**config.mk**
```make
export PLATFORM = sky130hd
export DESIGN_NAME = twm_timer16
export DESIGN_NICKNAME = d
export VERILOG_FILES = /design/src/rtl/twm_pkg.sv /design/src/rtl/twm_mode_dec.sv /design/src/rtl/twm_out_chan.sv /design/src/rtl/twm_timer16.sv
export SDC_FILE = /design/constraint.sdc
export NUM_CORES = 1
export LEC_CHECK = 0
export BUFFER_PORTS_ARGS = -buffer_cell sky130_fd_sc_hd__buf_2
export CAP_MARGIN = 20
export CORE_AREA = 2 2 108 110
export DETAILED_ROUTE_END_ITERATION = 16
export DIE_AREA = 0 0 110 112
export PLACE_DENSITY = 0.87
export SYNTH_ARGS = -nofsm -noshare
export SYNTH_HDL_FRONTEND = slang
export SYNTH_HIERARCHICAL = 1
export SYNTH_SLANG_ARGS = --single-unit
```
**constraint.sdc**
```tcl
create_clock -name ref_clk -period 3.01 [get_ports ref_clk]
set_input_delay 0.301 -clock ref_clk [delete_from_list [all_inputs] [get_ports ref_clk]]
set_output_delay 0.301 -clock ref_clk [all_outputs]
set_load 0.02 [all_outputs]
```
**src/rtl/twm_pkg.sv**
```systemverilog
// Package for the 16-bit timer waveform block: modes, tops, action codes.
// Assumes a single system clock domain and a prescaled count enable.
package twm_pkg;

  // ----------------------------------------------------------------------
  // Widths
  // ----------------------------------------------------------------------
  localparam int CNT_W  = 16;
  localparam int MODE_W = 4;
  localparam int ACT_W  = 2;

  // ----------------------------------------------------------------------
  // Counter extremes and fixed tops
  // ----------------------------------------------------------------------
  localparam logic [15:0] CNT_BOTTOM = 16'h0000;
  localparam logic [15:0] CNT_MAX    = 16'hFFFF;
  localparam logic [15:0] TOP_8BIT   = 16'h00FF;
  localparam logic [15:0] TOP_9BIT   = 16'h01FF;
  localparam logic [15:0] TOP_10BIT  = 16'h03FF;

  // ----------------------------------------------------------------------
  // Waveform mode select codes
  // ----------------------------------------------------------------------
  localparam logic [3:0] MODE_NORMAL    = 4'h0;
  localparam logic [3:0] MODE_CTC_CMPA  = 4'h4;
  localparam logic [3:0] MODE_FAST_8    = 4'h5;
  localparam logic [3:0] MODE_FAST_9    = 4'h6;
  localparam logic [3:0] MODE_FAST_10   = 4'h7;
  localparam logic [3:0] MODE_CTC_CAPT  = 4'hC;
  localparam logic [3:0] MODE_FAST_CAPT = 4'hE;
  localparam logic [3:0] MODE_FAST_CMPA = 4'hF;

  // ----------------------------------------------------------------------
  // Compare output action codes
  // ----------------------------------------------------------------------
  localparam logic [1:0] ACT_NONE   = 2'h0;
  localparam logic [1:0] ACT_TOGGLE = 2'h1;
  localparam logic [1:0] ACT_CLEAR  = 2'h2;
  localparam logic [1:0] ACT_SET    = 2'h3;

  // Counting sequence kinds
  typedef enum logic [1:0] {
    TWM_SEQ_NORMAL,
    TWM_SEQ_CTC,
    TWM_SEQ_FAST,
    TWM_SEQ_OTHER
  } twm_seq_e;

endpackage

```
**src/rtl/twm_mode_dec.sv**
```systemverilog
// Mode decoder: sequence kind, top value and which register defines top.
// Purely combinational; fed from the same clock domain as the timer core.
`timescale 1ns/1ps
module twm_mode_dec (
  // Configuration
  input  wire logic [3:0]       waveform_mode_select,
  input  wire logic [15:0]      compare_a_active,
  input  wire logic [15:0]      capture_value,
  // Decoded results
  output twm_pkg::twm_seq_e     seq_kind,
  output logic      [15:0]      top_value,
  output logic                  top_is_cmpa,
  output logic                  top_is_capt,
  output logic      [15:0]      fixed_mask
);

  // ----------------------------------------------------------------------
  // Decode
  // ----------------------------------------------------------------------
  // Unlisted codes (dual-slope modes) fall to OTHER: counter holds
  always_comb begin
    seq_kind    = twm_pkg::TWM_SEQ_OTHER;
    top_value   = twm_pkg::CNT_MAX;
    top_is_cmpa = 1'b0;
    top_is_capt = 1'b0;
    fixed_mask  = twm_pkg::CNT_MAX;
    unique case (waveform_mode_select)
      twm_pkg::MODE_NORMAL: begin
        seq_kind = twm_pkg::TWM_SEQ_NORMAL;
      end
      twm_pkg::MODE_CTC_CMPA: begin
        seq_kind    = twm_pkg::TWM_SEQ_CTC;
        top_value   = compare_a_active;
        top_is_cmpa = 1'b1;
      end
      twm_pkg::MODE_CTC_CAPT: begin
        seq_kind    = twm_pkg::TWM_SEQ_CTC;
        top_value   = capture_value;
        top_is_capt = 1'b1;
      end
      twm_pkg::MODE_FAST_8: begin
        seq_kind   = twm_pkg::TWM_SEQ_FAST;
        top_value  = twm_pkg::TOP_8BIT;
        fixed_mask = twm_pkg::TOP_8BIT;
      end
      twm_pkg::MODE_FAST_9: begin
        seq_kind   = twm_pkg::TWM_SEQ_FAST;
        top_value  = twm_pkg::TOP_9BIT;
        fixed_mask = twm_pkg::TOP_9BIT;
      end
      twm_pkg::MODE_FAST_10: begin
        seq_kind   = twm_pkg::TWM_SEQ_FAST;
        top_value  = twm_pkg::TOP_10BIT;
        fixed_mask = twm_pkg::TOP_10BIT;
      end
      twm_pkg::MODE_FAST_CAPT: begin
        seq_kind    = twm_pkg::TWM_SEQ_FAST;
        top_value   = capture_value;
        top_is_capt = 1'b1;
      end
      twm_pkg::MODE_FAST_CMPA: begin
        seq_kind    = twm_pkg::TWM_SEQ_FAST;
        top_value   = compare_a_active;
        top_is_cmpa = 1'b1;
      end
      default: begin
        seq_kind = twm_pkg::TWM_SEQ_OTHER;
      end
    endcase
  end

endmodule // twm_mode_dec

```
**src/rtl/twm_out_chan.sv**
```systemverilog
// One compare output channel: output bit register and pin override.
// Assumes match and bottom qualifiers arrive already gated by tick.
`timescale 1ns/1ps
module twm_out_chan (
  // Clock and reset
  input  wire logic        ref_clk,
  input  wire logic        reset_n,
  // Events
  input  wire logic        match_ev,
  input  wire logic        bottom_ev,
  input  wire logic        force_ev,
  input  wire logic        is_fast,
  // Configuration
  input  wire logic [1:0]  compare_output_action,
  // Port pin
  input  wire logic        port_data_bit,
  input  wire logic        output_pin_direction_bit,
  output logic             waveform_output_bit,
  output logic             pin_o,
  output logic             pin_oe
);

  logic wob_r;

  // ----------------------------------------------------------------------
  // Output bit register
  // ----------------------------------------------------------------------
  // Match/force act per action code; fast PWM clear and set also act at bottom
  always_ff @(posedge ref_clk or negedge reset_n) begin
    if (!reset_n) begin
      wob_r <= 1'b0;
    end else if (compare_output_action == twm_pkg::ACT_NONE) begin
      wob_r <= wob_r;
    end else if (is_fast && bottom_ev &&
                 compare_output_action != twm_pkg::ACT_TOGGLE) begin
      // Toggle has no bottom action, so it keeps its 50% duty
      wob_r <= (compare_output_action == twm_pkg::ACT_CLEAR);
    end else if (match_ev || (force_ev && !is_fast)) begin
      unique case (compare_output_action)
        twm_pkg::ACT_TOGGLE: wob_r <= !wob_r;
        twm_pkg::ACT_CLEAR:  wob_r <= 1'b0;
        twm_pkg::ACT_SET:    wob_r <= 1'b1;
        default:             wob_r <= wob_r;
      endcase
    end
  end

  // Pin override; direction bit still owns the enable
  assign waveform_output_bit = wob_r;
  assign pin_o  = (compare_output_action != twm_pkg::ACT_NONE) ?
                  wob_r : port_data_bit;
  assign pin_oe = output_pin_direction_bit;

endmodule // twm_out_chan

```
**src/rtl/twm_timer16.sv**
```systemverilog
// Top of the 16-bit timer waveform block: counter, compares, flags, pins.
// Assumes timer_tick is a one-cycle enable from an external prescaler and
// that software strobes come from logic on ref_clk.
//
// Functional notes
// - Nonzero action overrides port data with output bit; direction still enables.
// - Reset clears each output bit register.
// - Action zero leaves the output bit unchanged on matches.
// - New action applies at next match; force strobe acts now outside PWM.
// - Action setting never touches capture unit behaviour.
// - Normal mode counts up, never clears, wraps FFFF to 0000.
// - Normal mode sets overflow when counter becomes zero; hardware never clears.
// - Counter writes accepted any time in normal mode.
// - Clear-on-match clears at compare A (4) or capture (12) top.
// - Top writes immediate in clear-on-match; below count means wrap first.
// - Clear-on-match sets the flag of the top register at top.
// - Clear-on-match with action 1 toggles output A each match.
// - Clear-on-match sets overflow only on MAX to zero pass.
// - Modes 5,6,7,14,15 run single-slope fast PWM.
// - Fast PWM tops fixed, capture or compare A; clear next tick.
// - Non-inverting clears on match, sets at zero; inverting opposite.
// - Fast PWM sets overflow at top, plus top register flag.
// - Fast PWM sets channel flag when count equals its compare, except on the tick after a counter write.
// - Fixed-top modes mask compare bits above resolution on write.
// - Capture top in fast PWM updates immediately; below count wraps.
// - PWM compare A writes buffered, loaded at top with counter clear.
// - Fast PWM action two non-inverted, three inverted.
// - Normal and clear-on-match write compare directly.
`timescale 1ns/1ps
module twm_timer16 #(
  parameter int CHANNELS = 2
) (
  // Clock and reset
  input  wire logic                         ref_clk,
  input  wire logic                         reset_n,
  // Prescaled timer enable
  input  wire logic                         timer_tick,
  // Mode and actions (channel 0 is A)
  input  wire logic [3:0]                   waveform_mode_select,
  input  wire logic [CHANNELS-1:0][1:0]     compare_output_action,
  input  wire logic [CHANNELS-1:0]          force_compare_strobe,
  // Counter write
  input  wire logic                         counter_wr,
  input  wire logic [15:0]                  counter_wdata,
  // Compare writes
  input  wire logic [CHANNELS-1:0]          compare_wr,
  input  wire logic [CHANNELS-1:0][15:0]    compare_wdata,
  // Capture register, from capture unit
  input  wire logic [15:0]                  capture_value,
  // Flag clears from software
  input  wire logic                         overflow_clr,
  input  wire logic [CHANNELS-1:0]          compare_flag_clr,
  input  wire logic                         capture_flag_clr,
  // Port pins
  input  wire logic [CHANNELS-1:0]          port_data_bit,
  input  wire logic [CHANNELS-1:0]          output_pin_direction_bit,
  output logic      [CHANNELS-1:0]          pin_o,
  output logic      [CHANNELS-1:0]          pin_oe,
  // Status
  output logic      [15:0]                  counter_value,
  output logic      [CHANNELS-1:0][15:0]    channel_compare_value,
  output logic      [CHANNELS-1:0]          waveform_output_bit,
  output logic                              overflow_flag,
  output logic      [CHANNELS-1:0]          compare_flag,
  output logic                              capture_flag
);

  // ----------------------------------------------------------------------
  // Declarations
  // ----------------------------------------------------------------------
  twm_pkg::twm_seq_e               seq_kind;
  logic [15:0]                     top_value;
  logic                            top_is_cmpa;
  logic                            top_is_capt;
  logic [15:0]                     fixed_mask;
  logic [15:0]                     cnt_r;
  logic                            block_r;
  logic [CHANNELS-1:0][15:0]       cmp_act_r;
  logic [CHANNELS-1:0][15:0]       cmp_buf_r;
  logic [CHANNELS-1:0]             cmp_pend_r;
  logic [CHANNELS-1:0]             match;
  logic                            at_top;
  logic                            at_max;
  logic                            is_fast;
  logic                            is_pwm;
  logic                            top_hit;
  logic                            wrap_ev;
  logic                            bottom_ev;
  logic                            ovf_r;
  logic [CHANNELS-1:0]             cf_r;
  logic                            capf_r;

  // Equality helper, used by the top and channel comparators
  function automatic logic eq16(input logic [15:0] a, input logic [15:0] b);
    eq16 = (a == b);
  endfunction

  // ----------------------------------------------------------------------
  // Mode decode
  // ----------------------------------------------------------------------
  twm_mode_dec u_dec (
    .waveform_mode_select (waveform_mode_select),
    .compare_a_active     (cmp_act_r[0]),
    .capture_value        (capture_value),
    .seq_kind             (seq_kind),
    .top_value            (top_value),
    .top_is_cmpa          (top_is_cmpa),
    .top_is_capt          (top_is_capt),
    .fixed_mask           (fixed_mask)
  );

  assign is_fast = (seq_kind == twm_pkg::TWM_SEQ_FAST);
  assign is_pwm  = is_fast || (seq_kind == twm_pkg::TWM_SEQ_OTHER);
  // Exact equality only: a top below the count is missed and wraps
  assign at_top  = eq16(cnt_r, top_value) && !block_r;
  assign at_max  = eq16(cnt_r, twm_pkg::CNT_MAX);
  // Counter clears at top in CLEAR_ON_MATCH_MODE and fast PWM
  assign top_hit = timer_tick && at_top &&
                   (seq_kind == twm_pkg::TWM_SEQ_CTC || is_fast);
  // MAX to zero pass in free-running modes (or missed top)
  assign wrap_ev = timer_tick && at_max && !top_hit &&
                   (seq_kind != twm_pkg::TWM_SEQ_OTHER);
  // Fast PWM bottom: output set/clear happens on the clearing tick
  assign bottom_ev = top_hit && is_fast;

  // ----------------------------------------------------------------------
  // Counter
  // ----------------------------------------------------------------------
  // Software write wins; otherwise step on each tick
  always_ff @(posedge ref_clk or negedge reset_n) begin
    if (!reset_n) begin
      cnt_r <= twm_pkg::CNT_BOTTOM;
    end else if (counter_wr) begin
      cnt_r <= counter_wdata;
    end else if (timer_tick) begin
      unique case (seq_kind)
        twm_pkg::TWM_SEQ_NORMAL: cnt_r <= cnt_r + 16'h0001;
        twm_pkg::TWM_SEQ_CTC,
        twm_pkg::TWM_SEQ_FAST: begin
          cnt_r <= top_hit ? twm_pkg::CNT_BOTTOM : cnt_r + 16'h0001;
        end
        default: cnt_r <= cnt_r; // dual-slope modes live elsewhere
      endcase
    end
  end

  // A counter write blocks matches for the next timer tick
  always_ff @(posedge ref_clk or negedge reset_n) begin
    if (!reset_n) begin
      block_r <= 1'b0;
    end else if (counter_wr) begin
      block_r <= 1'b1;
    end else if (timer_tick) begin
      block_r <= 1'b0;
    end
  end

  // ----------------------------------------------------------------------
  // Compare registers, buffers and match per channel
  // ----------------------------------------------------------------------
  generate
    for (genvar ch = 0; ch < CHANNELS; ch++) begin : g_cmp
      // Masked write value; fixed tops drop unused high bits
      logic [15:0] wval;
      assign wval = compare_wdata[ch] & fixed_mask;

      // Buffer holds PWM writes until the next top
      always_ff @(posedge ref_clk or negedge reset_n) begin
        if (!reset_n) begin
          cmp_buf_r[ch]  <= twm_pkg::CNT_BOTTOM;
          cmp_pend_r[ch] <= 1'b0;
        end else if (compare_wr[ch]) begin
          cmp_buf_r[ch]  <= wval;
          cmp_pend_r[ch] <= is_pwm;
        end else if (top_hit) begin
          cmp_pend_r[ch] <= 1'b0;
        end
      end

      // Active register: direct write outside PWM, load at top in PWM
      always_ff @(posedge ref_clk or negedge reset_n) begin
        if (!reset_n) begin
          cmp_act_r[ch] <= twm_pkg::CNT_BOTTOM;
        end else if (compare_wr[ch] && !is_pwm) begin
          cmp_act_r[ch] <= wval;
        end else if (top_hit && cmp_pend_r[ch]) begin
          cmp_act_r[ch] <= cmp_buf_r[ch];
        end
      end

      assign match[ch] = timer_tick && !block_r &&
                         eq16(cnt_r, cmp_act_r[ch]);

      // Channel output bit and port override
      twm_out_chan u_chan (
        .ref_clk                  (ref_clk),
        .reset_n                  (reset_n),
        .match_ev                 (match[ch]),
        .bottom_ev                (bottom_ev),
        // Force acts only outside every PWM mode, dual-slope included
        .force_ev                 (force_compare_strobe[ch] && !is_pwm),
        .is_fast                  (is_fast),
        .compare_output_action    (compare_output_action[ch]),
        .port_data_bit            (port_data_bit[ch]),
        .output_pin_direction_bit (output_pin_direction_bit[ch]),
        .waveform_output_bit      (waveform_output_bit[ch]),
        .pin_o                    (pin_o[ch]),
        .pin_oe                   (pin_oe[ch])
      );

      // Compare flag: set on match, set beats clear
      always_ff @(posedge ref_clk or negedge reset_n) begin
        if (!reset_n) begin
          cf_r[ch] <= 1'b0;
        end else if (match[ch] ||
                     (ch == 0 && top_hit && top_is_cmpa)) begin
          cf_r[ch] <= 1'b1;
        end else if (compare_flag_clr[ch]) begin
          cf_r[ch] <= 1'b0;
        end
      end
    end
  endgenerate

  // ----------------------------------------------------------------------
  // Overflow and capture flags
  // ----------------------------------------------------------------------
  // Overflow: fast PWM at top, else on MAX to zero pass
  always_ff @(posedge ref_clk or negedge reset_n) begin
    if (!reset_n) begin
      ovf_r <= 1'b0;
    end else if (bottom_ev || wrap_ev) begin
      ovf_r <= 1'b1;
    end else if (overflow_clr) begin
      ovf_r <= 1'b0;
    end
  end

  // Capture flag here only marks top; capture events use their own flag
  always_ff @(posedge ref_clk or negedge reset_n) begin
    if (!reset_n) begin
      capf_r <= 1'b0;
    end else if (top_hit && top_is_capt) begin
      capf_r <= 1'b1;
    end else if (capture_flag_clr) begin
      capf_r <= 1'b0;
    end
  end

  // ----------------------------------------------------------------------
  // Status outputs
  // ----------------------------------------------------------------------
  assign counter_value         = cnt_r;
  assign channel_compare_value = cmp_act_r;
  assign overflow_flag         = ovf_r;
  assign compare_flag          = cf_r;
  assign capture_flag          = capf_r;
endmodule // twm_timer16

```
**Word-level counts from Yosys, hierarchy flattened**

Index checks and enable logic that the tools add are counted.
Widths: inputs -> output; s select.

- $add $sub $neg: 1
- Multiply operators: 0
- Div/mod/pow operators: 0
- Order comparisons: 0
- Equal/unequal tests: 23
- Shift-type cells: 0
- Muxes and demuxes: 34
- Bitwise operators: 4
- Reductions and logical operators: 63

Operator list:

| kind | count |
|---|---|
| $mux 16 | 7 |
| $pmux 16 s5 | 1 |
| $eq 16x16->1 | 3 |
| $pmux 16 s3 | 1 |
| $and 16x16->16 | 2 |
| $pmux 16 s2 | 1 |
| $reduce_bool 2->1 | 13 |
| $logic_and 1x1->1 | 23 |
| $mux 1 | 21 |
| $add 16x1->16 const B | 1 |
| $eq 16x16->1 const B | 1 |
| $eq 4x3->1 const B | 4 |
| $eq 2x2->1 const B | 6 |
| $eq 4x4->1 const B | 3 |
| $reduce_bool 4->1 | 2 |
| $reduce_or 2->1 | 4 |
| $eq 2x1->1 const B | 3 |
| $logic_not 1->1 | 6 |
| $logic_not 2->1 | 3 |
| $logic_or 1x1->1 | 6 |
| $pmux 1 s3 | 2 |
| $pmux 2 s3 | 1 |
| $reduce_and 3->1 | 2 |
| $reduce_or 5->1 | 1 |
| other kinds (6) | 8 |

- Flip-flop bits (word level): 89
- Latch bits: 0
- Bits in writable memories: 0
- ROM bits: 0
- Input bits: 88
- Output and inout port bits: 58
- Logic and storage cells: 139
- Memories: 0

**Longest topological paths before layout**

Gate-level depths: netlist (run 1).

- Depth in word-level cells: 12
- Gate-level depth with buffers: 12
- Mapped depth without buffers: 10

**By module**

Netlist (run 1), hierarchy kept.

Modules (own cells, without submodules):

| module | instances | cells each | area an instance (um^2) | seq. area each (um^2) |
|---|---|---|---|---|
| twm_timer16 | 1 | 578 | 5109.9 | 2177.1 |
| twm_mode_dec | 1 | 94 | 631.9 | 0.0 |
| twm_out_chan | 2 | 13 | 113.9 | 25.0 |

**Least setup slack after synthesis (run 1)**

Ideal clock, no wire load.

- Path kind: input-to-reg
- From: in waveform_mode_select[3]
- To: reg g_cmp[0].u_chan.wob_r
- Setup time: 128 ps
- Data arrival time: 2587 ps
- Data required time: 2882 ps
- Setup slack: 295 ps
- Stages: 12
- Buffers on the path: 2
- Path through: buf_6 > or3_4 > buf_6 > o221ai_1 > nand2_1 > xor2_1 > nor4_2 > nand4_2 > nor4_1 > nand4_1 > o31ai_1 > a31oi_1

- Cells in the longest elaborated chain, start to end: 12
- Elaborated cells on any way between the ends: 35
- Those cells by class: eq/ne (11); mux (3); reduce/logical (21)

Ends and longest elaborated chain:

| what | RTL line | source |
|---|---|---|
| start, declared | twm_timer16.sv:39 | `input wire logic [3:0] waveform_mode_select,` |
| $eq 4x3->1 or $eq 4x4->1 (tied branches) | twm_mode_dec.sv:27 | `unique case (waveform_mode_select)` |
| $reduce_or 2->1 (no source line) | - |  |
| $pmux 16 s5 * | twm_mode_dec.sv:27 |  |
| net top_value[5] | twm_timer16.sv:72 | `logic [15:0] top_value;` |
| $eq 16x16->1 * | twm_timer16.sv:95 | `eq16 = (a == b);` |
| $logic_and 1x1->1 * | twm_timer16.sv:115 | `assign at_top = eq16(cnt_r, top_value) && !block_r;` |
| $logic_and 1x1->1 * (2 in a row) | twm_timer16.sv:118 | `assign top_hit = timer_tick && at_top &&` |
| $logic_and 1x1->1 * | twm_timer16.sv:124 | `assign bottom_ev = top_hit && is_fast;` |
| net bottom_ev | twm_timer16.sv:88 | `logic bottom_ev;` |
| $logic_and 1x1->1 * (2 in a row) | twm_out_chan.sv:34 | `end else if (is_fast && bottom_ev &&` |
| $reduce_bool 4->1 (no source line) or $reduce_bool 2->1 (tied branches) | - |  |
| $reduce_and 3->1 (no source line) | - |  |
| end signal, assigned | twm_out_chan.sv:33 | `wob_r <= wob_r;` |
| end signal, assigned | twm_out_chan.sv:37 | `wob_r <= (compare_output_action == twm_pkg::ACT_CLEAR);` |
| end signal, assigned | twm_out_chan.sv:40 | `twm_pkg::ACT_TOGGLE: wob_r <= !wob_r;` |
| end, declared | twm_out_chan.sv:23 | `logic wob_r;` |

Mark *: on every way through the listed nets, which the timed path passes. The rest lies on a longest branch.
A chain may end at the register's enable or synchronous reset.

**Worst setup path in the final report (run 1)**

- From: reg cmp_act_r (netlist bit channel_compare_value[12])
- To: reg cmp_act_r (netlist bit channel_compare_value[20])

- Cells in the longest elaborated chain, start to end: 7

Ends and longest elaborated chain:

| what | RTL line | source |
|---|---|---|
| start, declared | twm_timer16.sv:78 | `logic [CHANNELS-1:0][15:0] cmp_act_r;` |
| start signal, assigned by index | twm_timer16.sv:183 | `cmp_act_r[ch] <= twm_pkg::CNT_BOTTOM;` |
| start signal, assigned by index | twm_timer16.sv:185 | `cmp_act_r[ch] <= wval;` |
| start signal, assigned by index | twm_timer16.sv:187 | `cmp_act_r[ch] <= cmp_buf_r[ch];` |
| $pmux 16 s5 | twm_mode_dec.sv:27 |  |
| net top_value[12] | twm_timer16.sv:72 |  |
| $eq 16x16->1 | twm_timer16.sv:95 |  |
| $logic_and 1x1->1 | twm_timer16.sv:115 |  |
| $logic_and 1x1->1 (2 in a row) | twm_timer16.sv:118 |  |
| $logic_and 1x1->1 | twm_timer16.sv:186 | `end else if (top_hit && cmp_pend_r[ch]) begin` |
| $reduce_bool 2->1 (no source line) | - |  |

The timed path passes the listed nets, and every way through them passes these cells.

==> metrics.txt, run 1 <==
Die Ht 112 um; H-tree Lvls 3; final cell count without fillers between 900 and 1,000; largest area contributor in the netlist dfrtp_1; IO Port Bufs 141; die area 12,300 um2; Sum Neg Setup Slack 0 ps; initial antenna violation count 0; post-placement cell count 930; most common cell in the netlist dfrtp_1; Core Area 11,200 um2; Hold Crit Depth 3; Slew @ Worst Pin 717 ps; total wire length about 19 mm; Post-CTS Resized 0; Achievable Freq 0.366 GHz; Hold Fails Final Rpt 0; CTS root buf clkbuf_16; startpoint types flip-flop; #FFs+latches synth between 80 and 90; Sw Ratio 37.9%; CTS sink cnt 89; P_sw 1540 uW; Initial Utilization 53.4%; slack of the critical path 279 ps; DIE WIDTH ~110 um; peak supply drop 0.291 mV; vias in the first global route 5,726; WP data required 3200 ps; Synth top area share 37.3%; crit path capture type flip-flop; CTS tree done; final antenna-violating net count 0; Critical R2R Launch channel_compare_value[12]; via-per-instance ratio 6.50; Final min period 2730 ps; first-pass GRT wire length 30.1 mm; Area after DPL 6670 um2; Final Skew between 10 and 15 ps; cell area after synthesis just under 6000 um2; # rows 39; CP Class reg -> reg; RSZ-0062 raised after global routing false; Hold Slack between 150 and 200 ps; IO Pins roughly 150; clk buf depth 2; Setup WS pre-CTS 201 ps; Logic pwr share 29.3%; Max Slew Vio Count 0; Critical R2R Capture channel_compare_value[20]; Yosys Warn Count 6; Synth area leaders dfrtp_1, o31ai_1, xnor2_1, nand4_1, a21oi_1; GR Overflow Total 0; cts bufs inserted 9; ys flop type dfrtp_1; cts hold-fix bufs 1; LEAKAGE 0.00297 uW; max-cap violation count 0; clock slew at reported path FFs 70 ps; ANT cells 0; Final Cell Area 6980 um2; Avg Inst Size Synth 8.55 um2; clock group share of total power 28.9%; number of flops mapped to enable cells by yosys 0; hold worst-path end counter_value[9]; most frequent cells after synthesis dfrtp_1, a21oi_1, inv_1; Max FO, Critical Path 32; largest net degree at the start of global routing 47; Worst Reg2Reg Path Length in Cells 8; R2R setup slack about 280 ps; DRT iter0 DRCs 819; max_slew headroom 52.2%; area grow syn2layout 17.0%; Sequential Power Share 41.8%; Syn Inst Count approximately 700; share of cells above drive strength 1 approximately 25%; Seq/Total Area, Yosys approximately 37%; fraction of registers with async set or reset after synthesis 100%; clk_lat worst skew 340 ps; Power Dens Cells roughly 580 nW/um2; mean routed wirelength per cell ~20 um; worst hold path startpoint counter_wdata[9]; # DRC 0; status finished clean; total setup buffers inserted after CTS 0; hold crit path type in -> reg; endpoints failing setup 0; GRT Total Usage 31.5%; post-detail-place hpwl 13.0 mm; Arr. time, crit path 2920 ps; Final #Nets 891; gpl congestion a little under 1; post-synth cell types 52; DRT Pass-1 Iters 5; period utilization around nine tenths; total number of vias ~6,200; internal power 2510 uW
-- routing by layer --
metal / share of wire, % / wire [um] / global-route usage, %
met2: 46 / 8980 / 48.6
met4: 4.0 / 765 / 13.5
met1: 38 / 7340 / 42.9
met5: 0 / 0 / 0
met3: 12 / 2230 / 6.03
-- placed cells by master, fill, tap and decap left out, drive strengths merged, types with 5 or more instances in the layout --
cell	netlist	layout
nor4	12	12
nand4	45	45
o221ai	16	16
nand3	40	40
nor3b	5	5
xor2	17	17
nor2b	5	5
dfrtp	89	89
o21ai	43	43
nand4b	9	9
nand2b	5	5
and3	6	6
conb	1	8
nor2	14	14
a31oi	36	36
inv	48	51
o22ai	5	5
xnor2	36	36
clkbuf	39	10
buf	47	168
nand2	30	30
o31ai	43	43
mux2i	9	9
nor3	6	6
a21oi	53	53
-- sequential cells by signal, summed over array words and instances, names as in the netlist --
| name | cells |
|---|---|
| block_r | 1 |
| capture_flag | 1 |
| channel_compare_value | 32 |
| cmp_buf_r | 32 |
| cmp_pend_r | 2 |
| compare_flag | 2 |
| counter_value | 16 |
| g_cmp.u_chan/waveform_output_bit | 2 |
| overflow_flag | 1 |
-- cell families (layout without fill, tap and decap cells) --
kind of cell	Yosys count	in the layout	share of synthesized area [%]
AO/OA/AOI/OAI	211	211	22.6
AND/OR/NAND/NOR	190	190	18.4
buffers and inverters	137	236	10.8
flip-flops	89	89	37.3
XOR/XNOR	53	53	7.78
multiplexers	13	13	2.26
adder cells (fa/ha/maj)	4	4	0.838
other	1	8	0.0628
-- worst max path at each step --
stage | from | to | slack, ps | depth (start not counted)
after floorplan | waveform_mode_select[3] | g_cmp[0].u_chan/waveform_output_bit | 290 | 12
after CTS | channel_compare_value[12] | channel_compare_value[20] | 350 | 8
after global routing | waveform_mode_select[3] | channel_compare_value[20] | 130 | 12
final | channel_compare_value[12] | channel_compare_value[20] | 280 | 8
after global placement | waveform_mode_select[0] | g_cmp[1].u_chan/waveform_output_bit | 310 | 12
after detailed placement | waveform_mode_select[0] | g_cmp[1].u_chan/waveform_output_bit | 200 | 11
-- through the flow --
step	utilization [%]	total power [uW]
after floorplan	-	2410
after global routing	62.5	4230
after detailed placement	59.7	2850
final	62.5	4050
after CTS	62.5	4010
after global placement	59.7	2820
-- worst max-delay path, cell delays in order, from the launching register on --
cell	delay, ps
dfrtp_1	500
a21oi_1	220
o221ai_1	180
xor2_1	210
nor4_2	450
nand3b_1	200
buf_4	290
o31ai_1	340
a31oi_1	170
-- area by class of cell --
type	instances	area [um2]
fillers	943	4190
flip-flops and latches	89	2230
repair buffers	169	958
well taps	143	179
inverters	51	191
multi-input cells	479	3120
clock buffers	10	229
clock inverters	6	73.8
-- power groups by stage --
stage	sequential [uW]	clock (uW)	combinational [uW]
finish	1690	1170	1190
global route	1710	1240	1280
CTS	1680	1160	1170
detailed placement	1700	0	1150
global placement	1690	0	1130
floorplan	1710	0	699
Note: power is estimated with default switching activity, not from simulation.
==> run 2: changes to the inputs <==
--- a/config.mk
+++ b/config.mk
@@ -7,10 +7,13 @@
 export LEC_CHECK = 0
 export BUFFER_PORTS_ARGS = -buffer_cell sky130_fd_sc_hd__buf_2
 export CAP_MARGIN = 20
-export CORE_AREA = 2 2 108 110
+export CELL_PAD_IN_SITES_DETAIL_PLACEMENT = 1
+export CELL_PAD_IN_SITES_GLOBAL_PLACEMENT = 1
+export CORE_AREA = 2 2 126 128
 export DETAILED_ROUTE_END_ITERATION = 16
-export DIE_AREA = 0 0 110 112
-export PLACE_DENSITY = 0.87
+export DIE_AREA = 0 0 128 130
+export GPL_TIMING_DRIVEN = 0
+export PLACE_DENSITY = 0.86
 export SYNTH_ARGS = -nofsm -noshare
 export SYNTH_HDL_FRONTEND = slang
 export SYNTH_HIERARCHICAL = 1
==> metrics.txt, run 2 (synthesized netlist as in run 1, its figures left out) <==
share of cells above drive strength 1 25.2% (+0.73 points); DRT iter0 DRCs 405 (-51%); CP cell instances nand4b_1 > o221ai_1 > nand2_1 > xor2_1 > nor4_2 > nand3b_1 > clkbuf_1 > o31ai_1 > a31oi_1; Setup WS pre-CTS -425 ps (-626 ps); gpl congestion 0.975 (+1.4%); Power Dens Cells 571 nW/um2 (-1.6%); GRT met2 Usage 49.1% (+0.51 points); CTS sink cnt 89 (unchanged); total setup buffers inserted after CTS 0 (unchanged); via-per-instance ratio 5.99 (-7.8%); Max Slew Vio Count 0 (unchanged); clk buf depth 2 (unchanged); Slew @ Worst Pin 1110 ps (+394 ps); GRT Total Usage 28.8% (-2.7 points); Initial Utilization 38.7% (-15 points); Hold Fails Final Rpt 0 (unchanged); GR Overflow Total 0 (unchanged); CTS root buf clkbuf_16; commonest cells after routing, fill and taps aside buf_2, dfrtp_1, a21oi_1; Arr. time, crit path 3110 ps (+190 ps); commonest non-fill, non-tap cell in the layout buf_2; Max FO, Critical Path 10 (-69%); peak supply drop 0.288 mV (-0.78%); initial antenna violation count 0 (unchanged); DIE WIDTH 128 um (+16%); total number of vias 6,306 (+2.4%); clock slew at reported path FFs 70 ps (about the same); final antenna-violating net count 0 (unchanged); first-pass GRT wire length 36.5 mm (+21%); busiest grt layer met2; Final min period 2900 ps (+172 ps); vias in the first global route 6,674 (+17%); GR Util met3 5.13% (-0.91 points); ANT cells 0 (unchanged); CP startpoint channel_compare_value[1]; max_slew headroom 25.2% (-27 points); Critical R2R Launch channel_compare_value[1]; grt met1 use 35.4% (-7.5 points); WP data required 3210 ps (about the same); endpoints failing setup 0 (unchanged); max incr delay on CP 490 ps (about the same); IO Port Bufs 137 (-2.8%); DRT Pass-1 Iters 5 (unchanged); hold crit path type in -> reg; LEAKAGE 0.00310 uW (+4.4%); crit path capture type flip-flop; Area after DPL 6960 um2 (+4.3%); post-detail-place hpwl 17.5 mm (+34%); largest net degree at the start of global routing 70 (+49%); max-cap violation count 0 (unchanged); CTS tree done; Die Ht 130 um (+16%); die area 16,600 um2 (+35%); area grow syn2layout 22.1%; CP Class reg -> reg; H-tree Lvls 3 (unchanged); # DRC 0 (unchanged); mean routed wirelength per cell 22.2 um (+8.9%); final cell count without fillers 1,052 (+11%); Achievable Freq 0.344 GHz (-5.9%); IO Pins 146 (unchanged); post-placement cell count 1,036 (+11%); startpoint types flip-flop; Core Area 15,400 um2 (+38%); Hold Slack 163 ps (-21.9 ps); Final #Nets 948 (+6.4%); status finished clean; cts bufs inserted 9 (unchanged); # rows 46 (+18%); critical path's slowest cell dfrtp_1; slack of the critical path 107 ps (-172 ps); total wire length 23.4 mm (+21%); worst hold path startpoint counter_wdata[15]; clk_lat worst skew 350 ps (about the same); period utilization 96.4% (+5.7 points); RSZ-0062 raised after global routing false; Final Skew 6.86 ps (-5.38 ps); Final Cell Area 7290 um2 (+4.4%); final core utilization 47.3% (-15 points)
## run 2: final timing paths
path / cells after the start / slack (ps) / to
worst max-delay path: 9 / 110 / channel_compare_value[18]
min in group asynchronous: 2 / 390 / capture_flag
worst max register to register: 9 / 110 / channel_compare_value[18]
max in group asynchronous: 3 / 1950 / cmp_buf_r[26]
worst min register to register: 1 / 500 / block_r
worst min-delay path: 3 / 160 / counter_value[15]
## run 2: layer usage
| layer | part of all wire, % | wire length, um |
|---|---|---|
| met1 | 41 | 9540 |
| met2 | 48 | 11300 |
| met3 | 6.2 | 1450 |
| met4 | 4.6 | 1070 |
| met5 | 0 | 0 |
## run 2: power breakdown
part / internal, uW / total (uW) / switching [uW]
Combinational: 519 / 1350 / 834
Clock: 687 / 1190 / 505
Sequential: 1370 / 1620 / 244
Total: 2580 / 4160 / 1580
## run 2: stage by stage
step | power, uW | TNS [ps]
floorplan | 2410 | 0
CTS | 4140 | 0
global placement | 2890 | -955
detailed placement | 2950 | -3510
finish | 4160 | 0
global route | 4350 | 0
## run 2: layout make-up
cell class | instances | area [um2]
plain buffers | 86 | 455
multi-input cells | 479 | 3140
clock buffers | 11 | 253
flip-flops and latches | 89 | 2230
inverters | 51 | 191
repair buffers | 140 | 731
well taps | 192 | 240
clock inverters | 4 | 51.3
fillers | 1911 | 8140
## run 2: worst max-delay path: cells and delay by family (launching register included)
kind,cells,cell delay (ps)
AO/OA/AOI/OAI,3,660
XOR/XNOR,1,190
buffers and inverters,1,330
flip-flops,1,490
AND/OR/NAND/NOR,4,1080
## run 2: repair_timing
action / in CTS / in global routing
pin swaps: 0 / 0
setup endpoints to repair: 2 / 9
resized for setup: 1 / 6
hold buffers: 1 / 0
gates cloned: 0 / 0
endpoints found under the hold margin: 20 / 0
==> run 3: changes to the inputs <==
--- a/config.mk
+++ b/config.mk
@@ -7,9 +7,10 @@
 export LEC_CHECK = 0
 export BUFFER_PORTS_ARGS = -buffer_cell sky130_fd_sc_hd__buf_2
 export CAP_MARGIN = 20
-export CELL_PAD_IN_SITES_DETAIL_PLACEMENT = 1
+export CELL_PAD_IN_SITES_DETAIL_PLACEMENT = 0
 export CELL_PAD_IN_SITES_GLOBAL_PLACEMENT = 1
 export CORE_AREA = 2 2 126 128
+export CTS_BUF_LIST = sky130_fd_sc_hd__clkbuf_16
 export DETAILED_ROUTE_END_ITERATION = 16
 export DIE_AREA = 0 0 128 130
 export GPL_TIMING_DRIVEN = 0
==> metrics.txt, run 3 (synthesized netlist as in run 1, its figures left out) <==
GRT Total Usage 25.7% (-3.1 points); Achievable Freq 0.358 GHz (+4.0%); area grow syn2layout 21.9%; largest net degree at the start of global routing 70 (unchanged); via-per-instance ratio 5.88 (-1.9%); die area 16,600 um2 (unchanged); WP data required 3220 ps (about the same); # DRC 0 (unchanged); CTS root buf clkbuf_16; LEAKAGE 0.00308 uW (-0.72%); RSZ-0062 raised after global routing false; peak supply drop 0.328 mV (+14%); Arr. time, crit path 3000 ps (-110 ps); Worst Reg2Reg Path Length in Cells 9 (unchanged); # rows 46 (unchanged); Power Dens Cells 561 nW/um2 (-1.7%); Logic pwr share 32.4% (about the same); Final min period 2790 ps (-111 ps); post-detail-place hpwl 15.6 mm (-10%); Hold Fails Final Rpt 0 (unchanged); DRT iter0 DRCs 669 (+65%); IO Pins 146 (unchanged); vias in the first global route 5,897 (-12%); ANT cells 0 (unchanged); GR Overflow Total 0 (unchanged); total wire length 21.2 mm (-9.5%); P_sw 1550 uW (-2.2%); CP Class reg -> reg; clk buf depth 2 (unchanged); max incr delay on CP 490 ps (about the same); final antenna-violating net count 0 (unchanged); first-pass GRT wire length 32.3 mm (-11%); DIE WIDTH 128 um (unchanged); commonest non-fill, non-tap cell in the layout buf_2; Sw Ratio 37.9% (-0.12 points); Core Area 15,400 um2 (unchanged); Final Skew 8.64 ps (+1.78 ps); critical path's slowest cell dfrtp_1; commonest cells after routing, fill and taps aside buf_2, dfrtp_1, a21oi_1; clk_lat worst skew 360 ps (about the same); post-placement cell count 1,036 (unchanged); slack of the critical path 218 ps (+111 ps); CTS sink cnt 89 (unchanged); IO Port Bufs 137 (unchanged); internal power 2530 uW (-1.7%); endpoints failing setup 0 (unchanged); critical path depth 9 (unchanged); H-tree Lvls 3 (unchanged); Slew @ Worst Pin 1080 ps (-32.3 ps); mean routed wirelength per cell 20.1 um (-9.6%); clock slew at reported path FFs 70 ps (about the same); CTS tree done; Sequential Power Share 39.4% (+0.5 points); clock group share of total power 28.3% (-0.3 points); Max Slew Vio Count 0 (unchanged); CP cell instances nand4b_1 > o221ai_1 > nand2_1 > xor2_1 > nor4_2 > nand3b_1 > buf_1 > o31ai_2 > a31oi_1; hold crit path type in -> reg; max-cap violation count 0 (unchanged); gpl congestion 0.975 (unchanged); period utilization 92.8% (-3.7 points); max_slew headroom 27.4% (+2.2 points); Setup WS pre-CTS -318 ps (+107 ps); Max FO, Critical Path 10 (unchanged); status finished clean; share of cells above drive strength 1 25.1% (-0.15 points); Final #Nets 948 (unchanged); cts bufs inserted 9 (unchanged); total number of vias 6,191 (-1.8%); initial antenna violation count 0 (unchanged); family with the most delay on the worst path simple AND/OR/NAND/NOR gates; DRT Pass-1 Iters 5 (unchanged); Initial Utilization 38.7% (unchanged); startpoint types flip-flop; crit path capture type flip-flop; Die Ht 130 um (unchanged); Crit path buffers/inverters 1 (unchanged); Hold Crit Depth 3 (unchanged); final cell count without fillers 1,053 (+0.095%)
-- run 3: changes by cell type in the layout (fill, tap and decap cells not counted), sizes merged --
cell	before	now
clkinv	4	6
clkbuf	50	47
buf	186	187
clkinvlp	1	2
-- run 3: per-stage QoR --
stage	TNS [ps]	power (uW)	hold slack, ps	utilization (%)	instance area (um2)
floorplan	0	2410	5.41	-	6000
global route	0	4270	169	47.2	7270
global placement	-955	2890	459	44.9	6920
finish	0	4080	151	47.2	7270
CTS	0	4070	141	47.1	7260
detailed placement	-1640	2920	226	45.1	6960
-- run 3: metal layers --
layer  vias up  part of all wire [%]  GRT usage, %  wire [um]
li1       2864                     -             -          -
met1      2959                    42          33.8       8870
met2       319                    46          40.8       9730
met3        49                   8.0          4.59       1700
met4         0                   4.0          13.0        854
met5         -                     0             0          0
-- run 3: power by group through the flow --
stage	Combinational, uW	Sequential (uW)	Clock, uW
after detailed placement	1300	1620	0
after global routing	1440	1620	1210
final	1320	1610	1150
after floorplan	699	1710	0
after CTS	1300	1600	1170
after global placement	1280	1620	0
-- run 3: final timing paths --
check | startpoint | end | slack (ps)
worst max-delay path | channel_compare_value[1] | channel_compare_value[28] | 220
worst min-delay path | counter_wdata[15] | counter_value[15] | 150
worst max register to register | channel_compare_value[1] | channel_compare_value[28] | 220
worst min register to register | compare_flag[1] | compare_flag[1] | 480
max in group asynchronous | reset_n | cmp_buf_r[25] | 1960
min in group asynchronous | reset_n | counter_value[6] | 380
-- run 3: repair_timing --
action	4_1_cts	5_1_grt
setup buffers	0	0
endpoints found under the hold margin	20	0
resized for setup	0	5
hold buffers	1	0
setup endpoints to repair	0	3
-- run 3: worst reg2reg max path: cells and delay by family (launching register included) --
| family | cells | cell delay, ps |
|---|---|---|
| and+or+nand+nor | 4 | 1050 |
| xor gates and xnor gates | 1 | 170 |
| DFF | 1 | 490 |
| AOI/OAI and AO/OA | 3 | 580 |
| buffers and inverters | 1 | 350 |
-- run 3: layout make-up --
cell class / count / area (um2)
Tap cell: 192 / 240
Clock inverter: 7 / 70.1
Timing Repair Buffer: 140 / 731
Clock buffer: 9 / 225
Buffer: 86 / 454
Inverter: 51 / 191
Sequential cell: 89 / 2230
Multi-Input combinational cell: 479 / 3140
Fill cell: 1557 / 8150
